[config.mk]
export PLATFORM = sky130hd
export DESIGN_NAME = dui_ctrl
export DESIGN_NICKNAME = d
export VERILOG_FILES = /design/src/rtl/dui_pkg.sv /design/src/rtl/dui_ctrl.sv /design/src/rtl/dui_event_group.sv /design/src/rtl/dui_pin_edge.sv
export SDC_FILE = /design/constraint.sdc
export NUM_CORES = 1
export LEC_CHECK = 0
export ABC_CLOCK_PERIOD_IN_PS = 1440
export BUFFER_PORTS_ARGS = -buffer_cell sky130_fd_sc_hd__buf_2
export CORE_ASPECT_RATIO = 2
export CORE_UTILIZATION = 43
export CTS_CLUSTER_DIAMETER = 30
export CTS_CLUSTER_SIZE = 20
export DETAILED_ROUTE_END_ITERATION = 8
export GPL_TIMING_DRIVEN = 0
export PLACE_DENSITY_LB_ADDON = 0.25
export SYNTH_ARGS = -nofsm -noshare
export SYNTH_HDL_FRONTEND = slang
export SYNTH_SLANG_ARGS = --single-unit
[constraint.sdc]
create_clock -name REF_CLK_IN -period 1.44 [get_ports REF_CLK_IN]
set_input_delay 0 -clock REF_CLK_IN [delete_from_list [all_inputs] [get_ports REF_CLK_IN]]
set_output_delay 0 -clock REF_CLK_IN [all_outputs]
set_load 0.01 [all_outputs]
[src/rtl/dui_pkg.sv]
`default_nettype none
package dui_pkg;

  // Register indices; byte address is four times the index
  localparam logic [15:0] IDX_SER_EVENT   = 16'hFF78;
  localparam logic [15:0] IDX_SER_MASK    = 16'hFF79;
  localparam logic [15:0] IDX_DEC_EVENT   = 16'hFF7A;
  localparam logic [15:0] IDX_DEC_MASK    = 16'hFF7B;
  localparam logic [15:0] IDX_XFER_EVENT  = 16'hFF7C;
  localparam logic [15:0] IDX_XFER_MASK   = 16'hFF7D;
  localparam logic [15:0] IDX_HOST_EVENT  = 16'hFF92;

  // Address field layout
  localparam int          IDX_LSB         = 2;
  localparam int          IDX_MSB         = 17;
  localparam logic [13:0] ADDR_HI_ZERO    = 14'h0000;
  localparam logic [1:0]  ADDR_LO_ZERO    = 2'h0;

  // Reset values and clearable bit sets
  localparam logic [7:0]  MASK_RST        = 8'h00;
  localparam logic [7:0]  STATUS_RST      = 8'h00;
  localparam logic [7:0]  DEC_CLR_BITS    = 8'hFE;
  localparam logic [7:0]  XFER_CLR_BITS   = 8'hFC;
  localparam logic [7:0]  SER_CLR_BITS    = 8'hFF;

  // Summary bit positions
  localparam int          DEC_XFER_BIT    = 0;
  localparam int          XFER_DEC_BIT    = 1;
  localparam int          XFER_SER_BIT    = 0;

  // AHB-Lite codes
  localparam logic [1:0]  HTRANS_NONSEQ   = 2'h2;
  localparam logic        HRESP_OKAY      = 1'b0;
  localparam logic [31:0] RDATA_ZERO      = 32'h00000000;

  typedef struct packed {
    logic block_decoded;
    logic no_correct_start;
    logic input_flagged;
    logic block_corrected;
    logic bytes_in_error;
    logic block_check_bad_flag;
    logic qchannel_check_bad_flag;
  } dui_dec_ev_t;

  typedef struct packed {
    logic host_count_zero;
    logic drive_reload;
    logic host_reloads_exhausted_flag;
    logic copy_done;
    logic subcode_early_sync;
    logic dma_count_zero;
    logic dma_active;
  } dui_xfer_ev_t;

  typedef struct packed {
    logic tx_empty;
    logic rx_full;
    logic rx_overrun;
    logic rx_parity_bad;
  } dui_ser_ev_t;

endpackage : dui_pkg
`default_nettype wire

[src/rtl/dui_ctrl.sv]
`timescale 1ns/10ps
`default_nettype none
module dui_ctrl (
  // Clock and reset
  input  wire logic                  REF_CLK_IN,
  input  wire logic                  RESET_IN,
  // AHB-Lite slave
  input  wire logic                  HSEL_IN,
  input  wire logic [31:0]           HADDR_IN,
  input  wire logic [1:0]            HTRANS_IN,
  input  wire logic                  HWRITE_IN,
  input  wire logic [2:0]            HSIZE_IN,
  input  wire logic [31:0]           HWDATA_IN,
  input  wire logic                  HREADY_IN,
  output logic      [31:0]           HRDATA_OUT,
  output logic                       HREADYOUT_OUT,
  output logic                       HRESP_OUT,
  // Event sources on this clock
  input  wire logic [7:0]            HOST_EVENTS_IN,
  input  wire dui_pkg::dui_dec_ev_t  DEC_EVENTS_IN,
  input  wire dui_pkg::dui_xfer_ev_t XFER_EVENTS_IN,
  input  wire dui_pkg::dui_ser_ev_t  SER_EVENTS_IN,
  // Asynchronous sync pins
  input  wire logic                  COMSYNC_IN,
  input  wire logic                  SYSSYNC_IN,
  // Requests to the sub-CPU
  output logic                       HOST_REQ_N_OUT,
  output logic                       DRIVE_REQ_N_OUT
);
  import dui_pkg::*;

  logic        acc;
  logic        map_ok;
  logic        dp_valid_r;
  logic        dp_write_r;
  logic        dp_ok_r;
  logic [15:0] dp_idx_r;
  logic        wr_go;
  logic        wr_ser_clr;
  logic        wr_ser_mask;
  logic        wr_dec_clr;
  logic        wr_dec_mask;
  logic        wr_xfer_clr;
  logic        wr_xfer_mask;
  logic [7:0]  wdata;
  logic [31:0] hrdata_r;
  logic [31:0] rdata_nxt;
  logic [15:0] a_idx;
  logic        host_req_n_r;
  logic        drive_req_n_r;
  logic        com_rise;
  logic        com_fall;
  logic        sys_rise;
  logic        sys_fall;
  logic [7:0]  dec_set;
  logic [7:0]  xfer_set;
  logic [7:0]  ser_set;
  logic [7:0]  dec_status;
  logic [7:0]  dec_mask;
  logic [7:0]  dec_shown;
  logic [7:0]  dec_view;
  logic [7:0]  xfer_status;
  logic [7:0]  xfer_mask;
  logic [7:0]  xfer_shown;
  logic [7:0]  xfer_view;
  logic [7:0]  ser_status;
  logic [7:0]  ser_mask;
  logic [7:0]  ser_shown;
  logic        dec_pend;
  logic        xfer_pend;
  logic        ser_pend;

  // Address phase decode; only aligned words in the map are live
  assign a_idx  = HADDR_IN[IDX_MSB:IDX_LSB];
  assign acc    = HSEL_IN & (HTRANS_IN == HTRANS_NONSEQ) & HREADY_IN;
  assign map_ok = (HADDR_IN[31:IDX_MSB+1] == ADDR_HI_ZERO) &
                  (HADDR_IN[IDX_LSB-1:0] == ADDR_LO_ZERO);

  always_ff @(posedge REF_CLK_IN) begin
    if (RESET_IN) begin
      dp_valid_r <= 1'b0;
      dp_write_r <= 1'b0;
      dp_ok_r    <= 1'b0;
      dp_idx_r   <= 16'h0000;
    end else begin
      dp_valid_r <= acc;
      dp_write_r <= acc & HWRITE_IN;
      dp_ok_r    <= acc & map_ok;
      dp_idx_r   <= a_idx;
    end
  end

  // Write strobes in the data phase; unmapped writes vanish
  assign wr_go        = dp_valid_r & dp_write_r & dp_ok_r;
  assign wdata        = HWDATA_IN[7:0];
  assign wr_ser_clr   = wr_go & (dp_idx_r == IDX_SER_EVENT);
  assign wr_ser_mask  = wr_go & (dp_idx_r == IDX_SER_MASK);
  assign wr_dec_clr   = wr_go & (dp_idx_r == IDX_DEC_EVENT);
  assign wr_dec_mask  = wr_go & (dp_idx_r == IDX_DEC_MASK);
  assign wr_xfer_clr  = wr_go & (dp_idx_r == IDX_XFER_EVENT);
  assign wr_xfer_mask = wr_go & (dp_idx_r == IDX_XFER_MASK);

  // Sync pins pass two flops before edge detection
  dui_pin_edge u_com_edge (
    .clk_in   (REF_CLK_IN),
    .rst_in   (RESET_IN),
    .pin_in   (COMSYNC_IN),
    .rise_out (com_rise),
    .fall_out (com_fall)
  );

  dui_pin_edge u_sys_edge (
    .clk_in   (REF_CLK_IN),
    .rst_in   (RESET_IN),
    .pin_in   (SYSSYNC_IN),
    .rise_out (sys_rise),
    .fall_out (sys_fall)
  );

  // Event to bit mapping; summary positions never latch
  assign dec_set = {DEC_EVENTS_IN, 1'b0};
  assign xfer_set = {XFER_EVENTS_IN.host_count_zero,
                     XFER_EVENTS_IN.drive_reload,
                     XFER_EVENTS_IN.host_reloads_exhausted_flag,
                     XFER_EVENTS_IN.copy_done,
                     XFER_EVENTS_IN.subcode_early_sync,
                     XFER_EVENTS_IN.dma_count_zero & XFER_EVENTS_IN.dma_active,
                     2'b00};
  assign ser_set = {com_rise, sys_rise, com_fall, sys_fall,
                    SER_EVENTS_IN.tx_empty,
                    SER_EVENTS_IN.rx_full,
                    SER_EVENTS_IN.rx_overrun,
                    SER_EVENTS_IN.rx_parity_bad};

  dui_event_group #(.CLR_BITS(DEC_CLR_BITS)) u_dec_group (
    .clk_in      (REF_CLK_IN),
    .rst_in      (RESET_IN),
    .set_in      (dec_set),
    .clr_wr_in   (wr_dec_clr),
    .mask_wr_in  (wr_dec_mask),
    .wdata_in    (wdata),
    .status_out  (dec_status),
    .mask_out    (dec_mask),
    .shown_out   (dec_shown),
    .pending_out (dec_pend)
  );

  dui_event_group #(.CLR_BITS(XFER_CLR_BITS)) u_xfer_group (
    .clk_in      (REF_CLK_IN),
    .rst_in      (RESET_IN),
    .set_in      (xfer_set),
    .clr_wr_in   (wr_xfer_clr),
    .mask_wr_in  (wr_xfer_mask),
    .wdata_in    (wdata),
    .status_out  (xfer_status),
    .mask_out    (xfer_mask),
    .shown_out   (xfer_shown),
    .pending_out (xfer_pend)
  );

  dui_event_group #(.CLR_BITS(SER_CLR_BITS)) u_ser_group (
    .clk_in      (REF_CLK_IN),
    .rst_in      (RESET_IN),
    .set_in      (ser_set),
    .clr_wr_in   (wr_ser_clr),
    .mask_wr_in  (wr_ser_mask),
    .wdata_in    (wdata),
    .status_out  (ser_status),
    .mask_out    (ser_mask),
    .shown_out   (ser_shown),
    .pending_out (ser_pend)
  );

  // Cross summaries; decoder bit zero still needs its enable
  always_comb begin
    dec_view               = dec_shown;
    dec_view[DEC_XFER_BIT] = xfer_pend & dec_mask[DEC_XFER_BIT];
    xfer_view               = xfer_shown & XFER_CLR_BITS;
    xfer_view[XFER_DEC_BIT] = dec_pend;
    xfer_view[XFER_SER_BIT] = ser_pend;
  end

  // Registered pins avoid glitches toward the sub-CPU
  always_ff @(posedge REF_CLK_IN) begin
    if (RESET_IN) begin
      host_req_n_r <= 1'b1;
    end else begin
      host_req_n_r <= ~(|HOST_EVENTS_IN);
    end
  end

  always_ff @(posedge REF_CLK_IN) begin
    if (RESET_IN) begin
      drive_req_n_r <= 1'b1;
    end else begin
      drive_req_n_r <= ~(dec_pend | xfer_pend | ser_pend);
    end
  end

  // Read mux; masks are write-only and read as zero
  always_comb begin
    rdata_nxt = RDATA_ZERO;
    if (map_ok) begin
      unique case (a_idx)
        IDX_SER_EVENT:  rdata_nxt[7:0] = ser_shown;
        IDX_DEC_EVENT:  rdata_nxt[7:0] = dec_view;
        IDX_XFER_EVENT: rdata_nxt[7:0] = xfer_view;
        IDX_HOST_EVENT: rdata_nxt[7:0] = HOST_EVENTS_IN;
        default:        rdata_nxt      = RDATA_ZERO;
      endcase
    end
  end

  // Read data snapshot at the address phase
  always_ff @(posedge REF_CLK_IN) begin
    if (RESET_IN) begin
      hrdata_r <= RDATA_ZERO;
    end else if (acc & ~HWRITE_IN) begin
      hrdata_r <= rdata_nxt;
    end
  end

  assign HRDATA_OUT      = hrdata_r;
  assign HREADYOUT_OUT   = 1'b1;
  assign HRESP_OUT       = HRESP_OKAY;
  assign HOST_REQ_N_OUT  = host_req_n_r;
  assign DRIVE_REQ_N_OUT = drive_req_n_r;
endmodule : dui_ctrl
`default_nettype wire

[src/rtl/dui_event_group.sv]
`timescale 1ns/10ps
`default_nettype none
module dui_event_group #(
  parameter logic [7:0] CLR_BITS = 8'hFF
) (
  // Clock and reset
  input  wire logic       clk_in,
  input  wire logic       rst_in,
  // Events and software writes
  input  wire logic [7:0] set_in,
  input  wire logic       clr_wr_in,
  input  wire logic       mask_wr_in,
  input  wire logic [7:0] wdata_in,
  // State
  output logic      [7:0] status_out,
  output logic      [7:0] mask_out,
  output logic      [7:0] shown_out,
  output logic            pending_out
);
  import dui_pkg::*;

  logic [7:0] status_r;
  logic [7:0] mask_r;
  logic [7:0] status_nxt;
  logic [7:0] clr_bits;

  assign clr_bits   = clr_wr_in ? (wdata_in & CLR_BITS) : 8'h00;
  // Set beats clear so an event in the clearing cycle survives
  assign status_nxt = (status_r & ~clr_bits) | set_in;

  always_ff @(posedge clk_in) begin
    if (rst_in) begin
      status_r <= STATUS_RST;
    end else begin
      status_r <= status_nxt;
    end
  end

  always_ff @(posedge clk_in) begin
    if (rst_in) begin
      mask_r <= MASK_RST;
    end else if (mask_wr_in) begin
      mask_r <= wdata_in;
    end
  end

  assign status_out  = status_r;
  assign mask_out    = mask_r;
  assign shown_out   = status_r & mask_r;
  assign pending_out = |(status_r & mask_r & CLR_BITS);
endmodule : dui_event_group
`default_nettype wire

[src/rtl/dui_pin_edge.sv]
`timescale 1ns/10ps
`default_nettype none
module dui_pin_edge (
  // Clock and reset
  input  wire logic clk_in,
  input  wire logic rst_in,
  // Pin and edges
  input  wire logic pin_in,
  output logic      rise_out,
  output logic      fall_out
);
  logic meta_r;
  logic sync_r;
  logic prev_r;

  // Pin is asynchronous; meta_r is never looked at, edges come from sync_r and prev_r
  always_ff @(posedge clk_in) begin
    if (rst_in) begin
      meta_r <= 1'b0;
      sync_r <= 1'b0;
      prev_r <= 1'b0;
    end else begin
      meta_r <= pin_in;
      sync_r <= meta_r;
      prev_r <= sync_r;
    end
  end

  assign rise_out = sync_r & ~prev_r;
  assign fall_out = ~sync_r & prev_r;
endmodule : dui_pin_edge
`default_nettype wire

==> impl_metrics.py <==
metrics = {
    "outcome": {
        "outcome": "finished with violations",
        "violations": "negative setup slack",
    },
    "clock_tree": {
        "clk_latency_ns": 0.34,
        "cts_tree": "built",
        "cts_sinks": 78,
        "numCtsBuffers": 9,
        "cts-htree-levels": 3,
        "cts-root-buf": "clkbuf_16",
        "cts_buffer_depth": 2,
        "clk_pin_slew_worst_paths_ns": 0.06,
    },
    "pwr": {
        "internal-power_mw": 4.19,
        "p_seq_share_pct": 42.5,
        "power_switching_mw": 1.17,
        "p_leak_nw": 2.14,
        "pwr-share-comb_pct": 9.2,
        "powerDensity_nw_per_um2": 1010,
        "p_total_mw": 5.36,
        "swShare_pct": 21.8,
        "ir_drop_mv": 0.800,
        "pwr-share-clk_pct": 48.3,
    },
    "placement": {
        "pre_cts_ws_ns": -0.402,
        "dp_cells": 593,
        "io_buffers": 82,
        "place_congestion": 0.908,
        "post-dp-hpwl_um": 7300,
        "dpl_cell_area_sq_um": 3980,
    },
    "sta": {
        "min_period_ns": 1.68,
        "clock_skew_ns": 0.00570,
        "hold_viol_final": 0,
        "maxSlewHeadroom_pct": 55.4,
        "timing.final.max_slew_violations": 0,
        "finalCritPeriodShare_pct": 117,
        "rsz0062_at_grt": "true",
        "tightest_slew_ns": 0.670,
        "worst_slack_ns": -0.245,
        "max_clock_freq_mhz": 594,
        "setup_viol": 43,
    },
    "job": {
        "max-cap-violations": 0,
    },
    "synthesis": {
        "netlist_area_sq_um": 3360,
        "synth-seq-area-share_pct": 46.5,
        "synth_cells": 393,
        "yosys_warnings": 0,
        "ys.flop_type": "dfxtp_1",
        "synth.distinct_cells": 40,
        "synth-seq-cells": 78,
        "synthArstFlopShare_pct": 0,
        "syn_area_per_cell_sq_um": 8.55,
        "synth_edf_count": 0,
    },
    "grt": {
        "grt_use_total_pct": 27.4,
        "antenna_found_initial": 0,
        "grt_pass1_vias": 3448,
        "grt_pass1_wl_um": 16600,
        "overflow": 0,
        "grt_max_degree": 15,
    },
    "setup_path": {
        "worstReg2RegStart": "dp_idx_r[7]$_SDFF_PP0_",
        "setup.worst_path.start": "dp_idx_r[7]$_SDFF_PP0_",
        "cp.required_ns": 1.64,
        "path_max_fanout": 8,
        "critical_path_class": "reg2reg",
        "worstSetupEndpointType": "register",
        "arrival_ns": 1.88,
        "cp-start-kind": "register",
    },
    "floorplanning": {
        "core_sq_um": 7600,
        "die_area_sq_um": 8190,
        "die_x_um": 64.5,
        "die_h_um": 127,
        "start_util_pct": 44.2,
        "rows": 45,
        "io_pins": 138,
    },
    "hold_path": {
        "worstHoldStart": "HOST_EVENTS_IN[3]",
        "min_path_type": "in2reg",
    },
    "layout": {
        "n_antenna_cell": 0,
        "final_nets": 679,
        "fin_area_sq_um": 5330,
        "syn_to_final_growth_pct": 58.5,
        "instances_no_fill": 676,
        "drive_gt1_share_pct": 37.1,
        "final_core_util_pct": 70.1,
    },
    "routing": {
        "first_pass_iters": 4,
        "drc": 0,
        "via_count": 3625,
        "ant_nets": 0,
        "routed_wl_um": 11000,
        "first_iter_violations": 262,
        "routedWlPerCell_um": 16.3,
        "via_per_inst": 5.36,
    },
}
## layout make-up
cell class / instances / area (sq um)
multi-input combinational: 293 / 1870
clock inverter: 7 / 121
fill: 606 / 2270
inverter: 1 / 3.75
tap: 94 / 118
sequential: 78 / 1570
clock buffer: 9 / 225
timing repair buffer: 149 / 1090
buffer: 45 / 338
## timing repair
| item | in CTS | in global routing |
|---|---|---|
| resized for setup | 44 | 45 |
| gates cloned | 1 | 1 |
| buffers inserted | 11 | 4 |
| hold endpoints to repair | 56 | 0 |
| hold buffers | 50 | 0 |
| endpoints found under the setup margin | 44 | 45 |
| pin swaps | 24 | 15 |
## worst paths after layout
check	end	slack [ns]	depth (start not counted)
setup / recovery	u_dec_group.mask_out[5]$_SDFFE_PP0P_	-0.24	8
hold / removal	HOST_REQ_N_OUT$_SDFF_PP1_	0.007	3
setup reg to reg	u_dec_group.mask_out[5]$_SDFFE_PP0P_	-0.24	8
hold reg to reg	HRDATA_OUT[5]$_SDFFE_PP0P_	0.44	2
## power groups by stage
stage / sequential (mW) / combinational (mW) / clock, mW
floorplan: 2.31 / 0.194 / 0
global placement: 2.32 / 0.353 / 0
detailed placement: 2.32 / 0.358 / 0
CTS: 2.27 / 0.464 / 2.62
global route: 2.29 / 0.532 / 2.73
finish: 2.28 / 0.493 / 2.59
## per-layer routing
| layer | GRT usage (%) | share of wire (%) | wire length, um | up-vias |
|---|---|---|---|---|
| li1 | - | - | - | 1708 |
| met1 | 25.8 | 34 | 3730 | 1699 |
| met2 | 51.5 | 54 | 5980 | 169 |
| met3 | 4.38 | 5.9 | 650 | 49 |
| met4 | 19.7 | 5.8 | 642 | 0 |
| met5 | 0 | 0 | 0 | - |
## sequential cells by signal, summed over array words and instances (netlist names)
register                 flops
dp_idx_r                    16
HRDATA_OUT                   8
u_dec_group.mask_out         8
u_ser_group.mask_out         8
u_ser_group.status_out       8
u_dec_group.status_out       7
u_xfer_group.mask_out        6
u_xfer_group.status_out      6
DRIVE_REQ_N_OUT              1
HOST_REQ_N_OUT               1
dp_ok_r                      1
dp_valid_r                   1
dp_write_r                   1
u_com_edge.meta_r            1
u_com_edge.prev_r            1
u_com_edge.sync_r            1
u_sys_edge.meta_r            1
u_sys_edge.prev_r            1
u_sys_edge.sync_r            1
## Yosys cell counts, types with 2 or more instances
library cell	instances	area share, %
a21o_1	2	0.45
a21oi_1	49	7.3
a22oi_1	6	1.3
a32o_1	7	2.1
and3_1	2	0.37
and4_1	3	0.78
and4b_1	3	0.89
buf_2	7	1.0
buf_4	27	6.0
buf_6	2	0.67
clkbuf_1	9	1.0
conb_1	2	0.22
dfxtp_1	78	46
nand2_1	44	4.9
nand3_1	50	7.4
nand4_1	8	1.5
nand4b_1	2	0.52
nor2_1	25	2.8
nor2b_1	26	4.8
nor3_1	2	0.30
nor4_1	6	1.1
nor4_4	2	1.3
o21ai_0	8	1.2
o21ai_1	7	1.0
## through the flow
step	hold slack, ns	TNS, ns
2_1_floorplan	0.117	0
3_3_place_gp	0.203	-11.22
3_5_place_dp	0.216	-12.30
4_1_cts	0.00269	-4.39
5_1_grt	0.0279	-11.66
6_report	0.00703	-6.76
## layout by cell type, fill, tap and decap left out, types with 9 or more instances in the layout
| master | instances |
|---|---|
| buf_2 | 82 |
| dfxtp_1 | 76 |
| nor2b_1 | 26 |
| buf_4 | 39 |
| a21oi_1 | 28 |
| nand3_2 | 18 |
| a21oi_2 | 21 |
| nand3_1 | 33 |
| nand2_2 | 9 |
| conb_1 | 26 |
| nand2_1 | 31 |
| clkbuf_1 | 9 |
| buf_6 | 9 |
| dlygate4sd3_1 | 50 |
| clkbuf_16 | 9 |
| nor2_1 | 25 |
## critical path, stage by stage, from the launching register on
cell,delay (ns)
dfxtp_2,0.31
nand4b_1,0.25
buf_4,0.21
nor4_4,0.21
buf_6,0.21
buf_6,0.13
nand2_8,0.09
nand2_2,0.08
a21oi_2,0.05
## cells by family after synthesis
logic type / count (synthesis) / synth area share, %
other: 2 / 0.223
AOI/OAI and AO/OA: 84 / 14.8
and+or+nand+nor: 183 / 29.7
buffers and inverters: 46 / 8.86
DFF: 78 / 46.5
(Power assumes the default switching activity.)
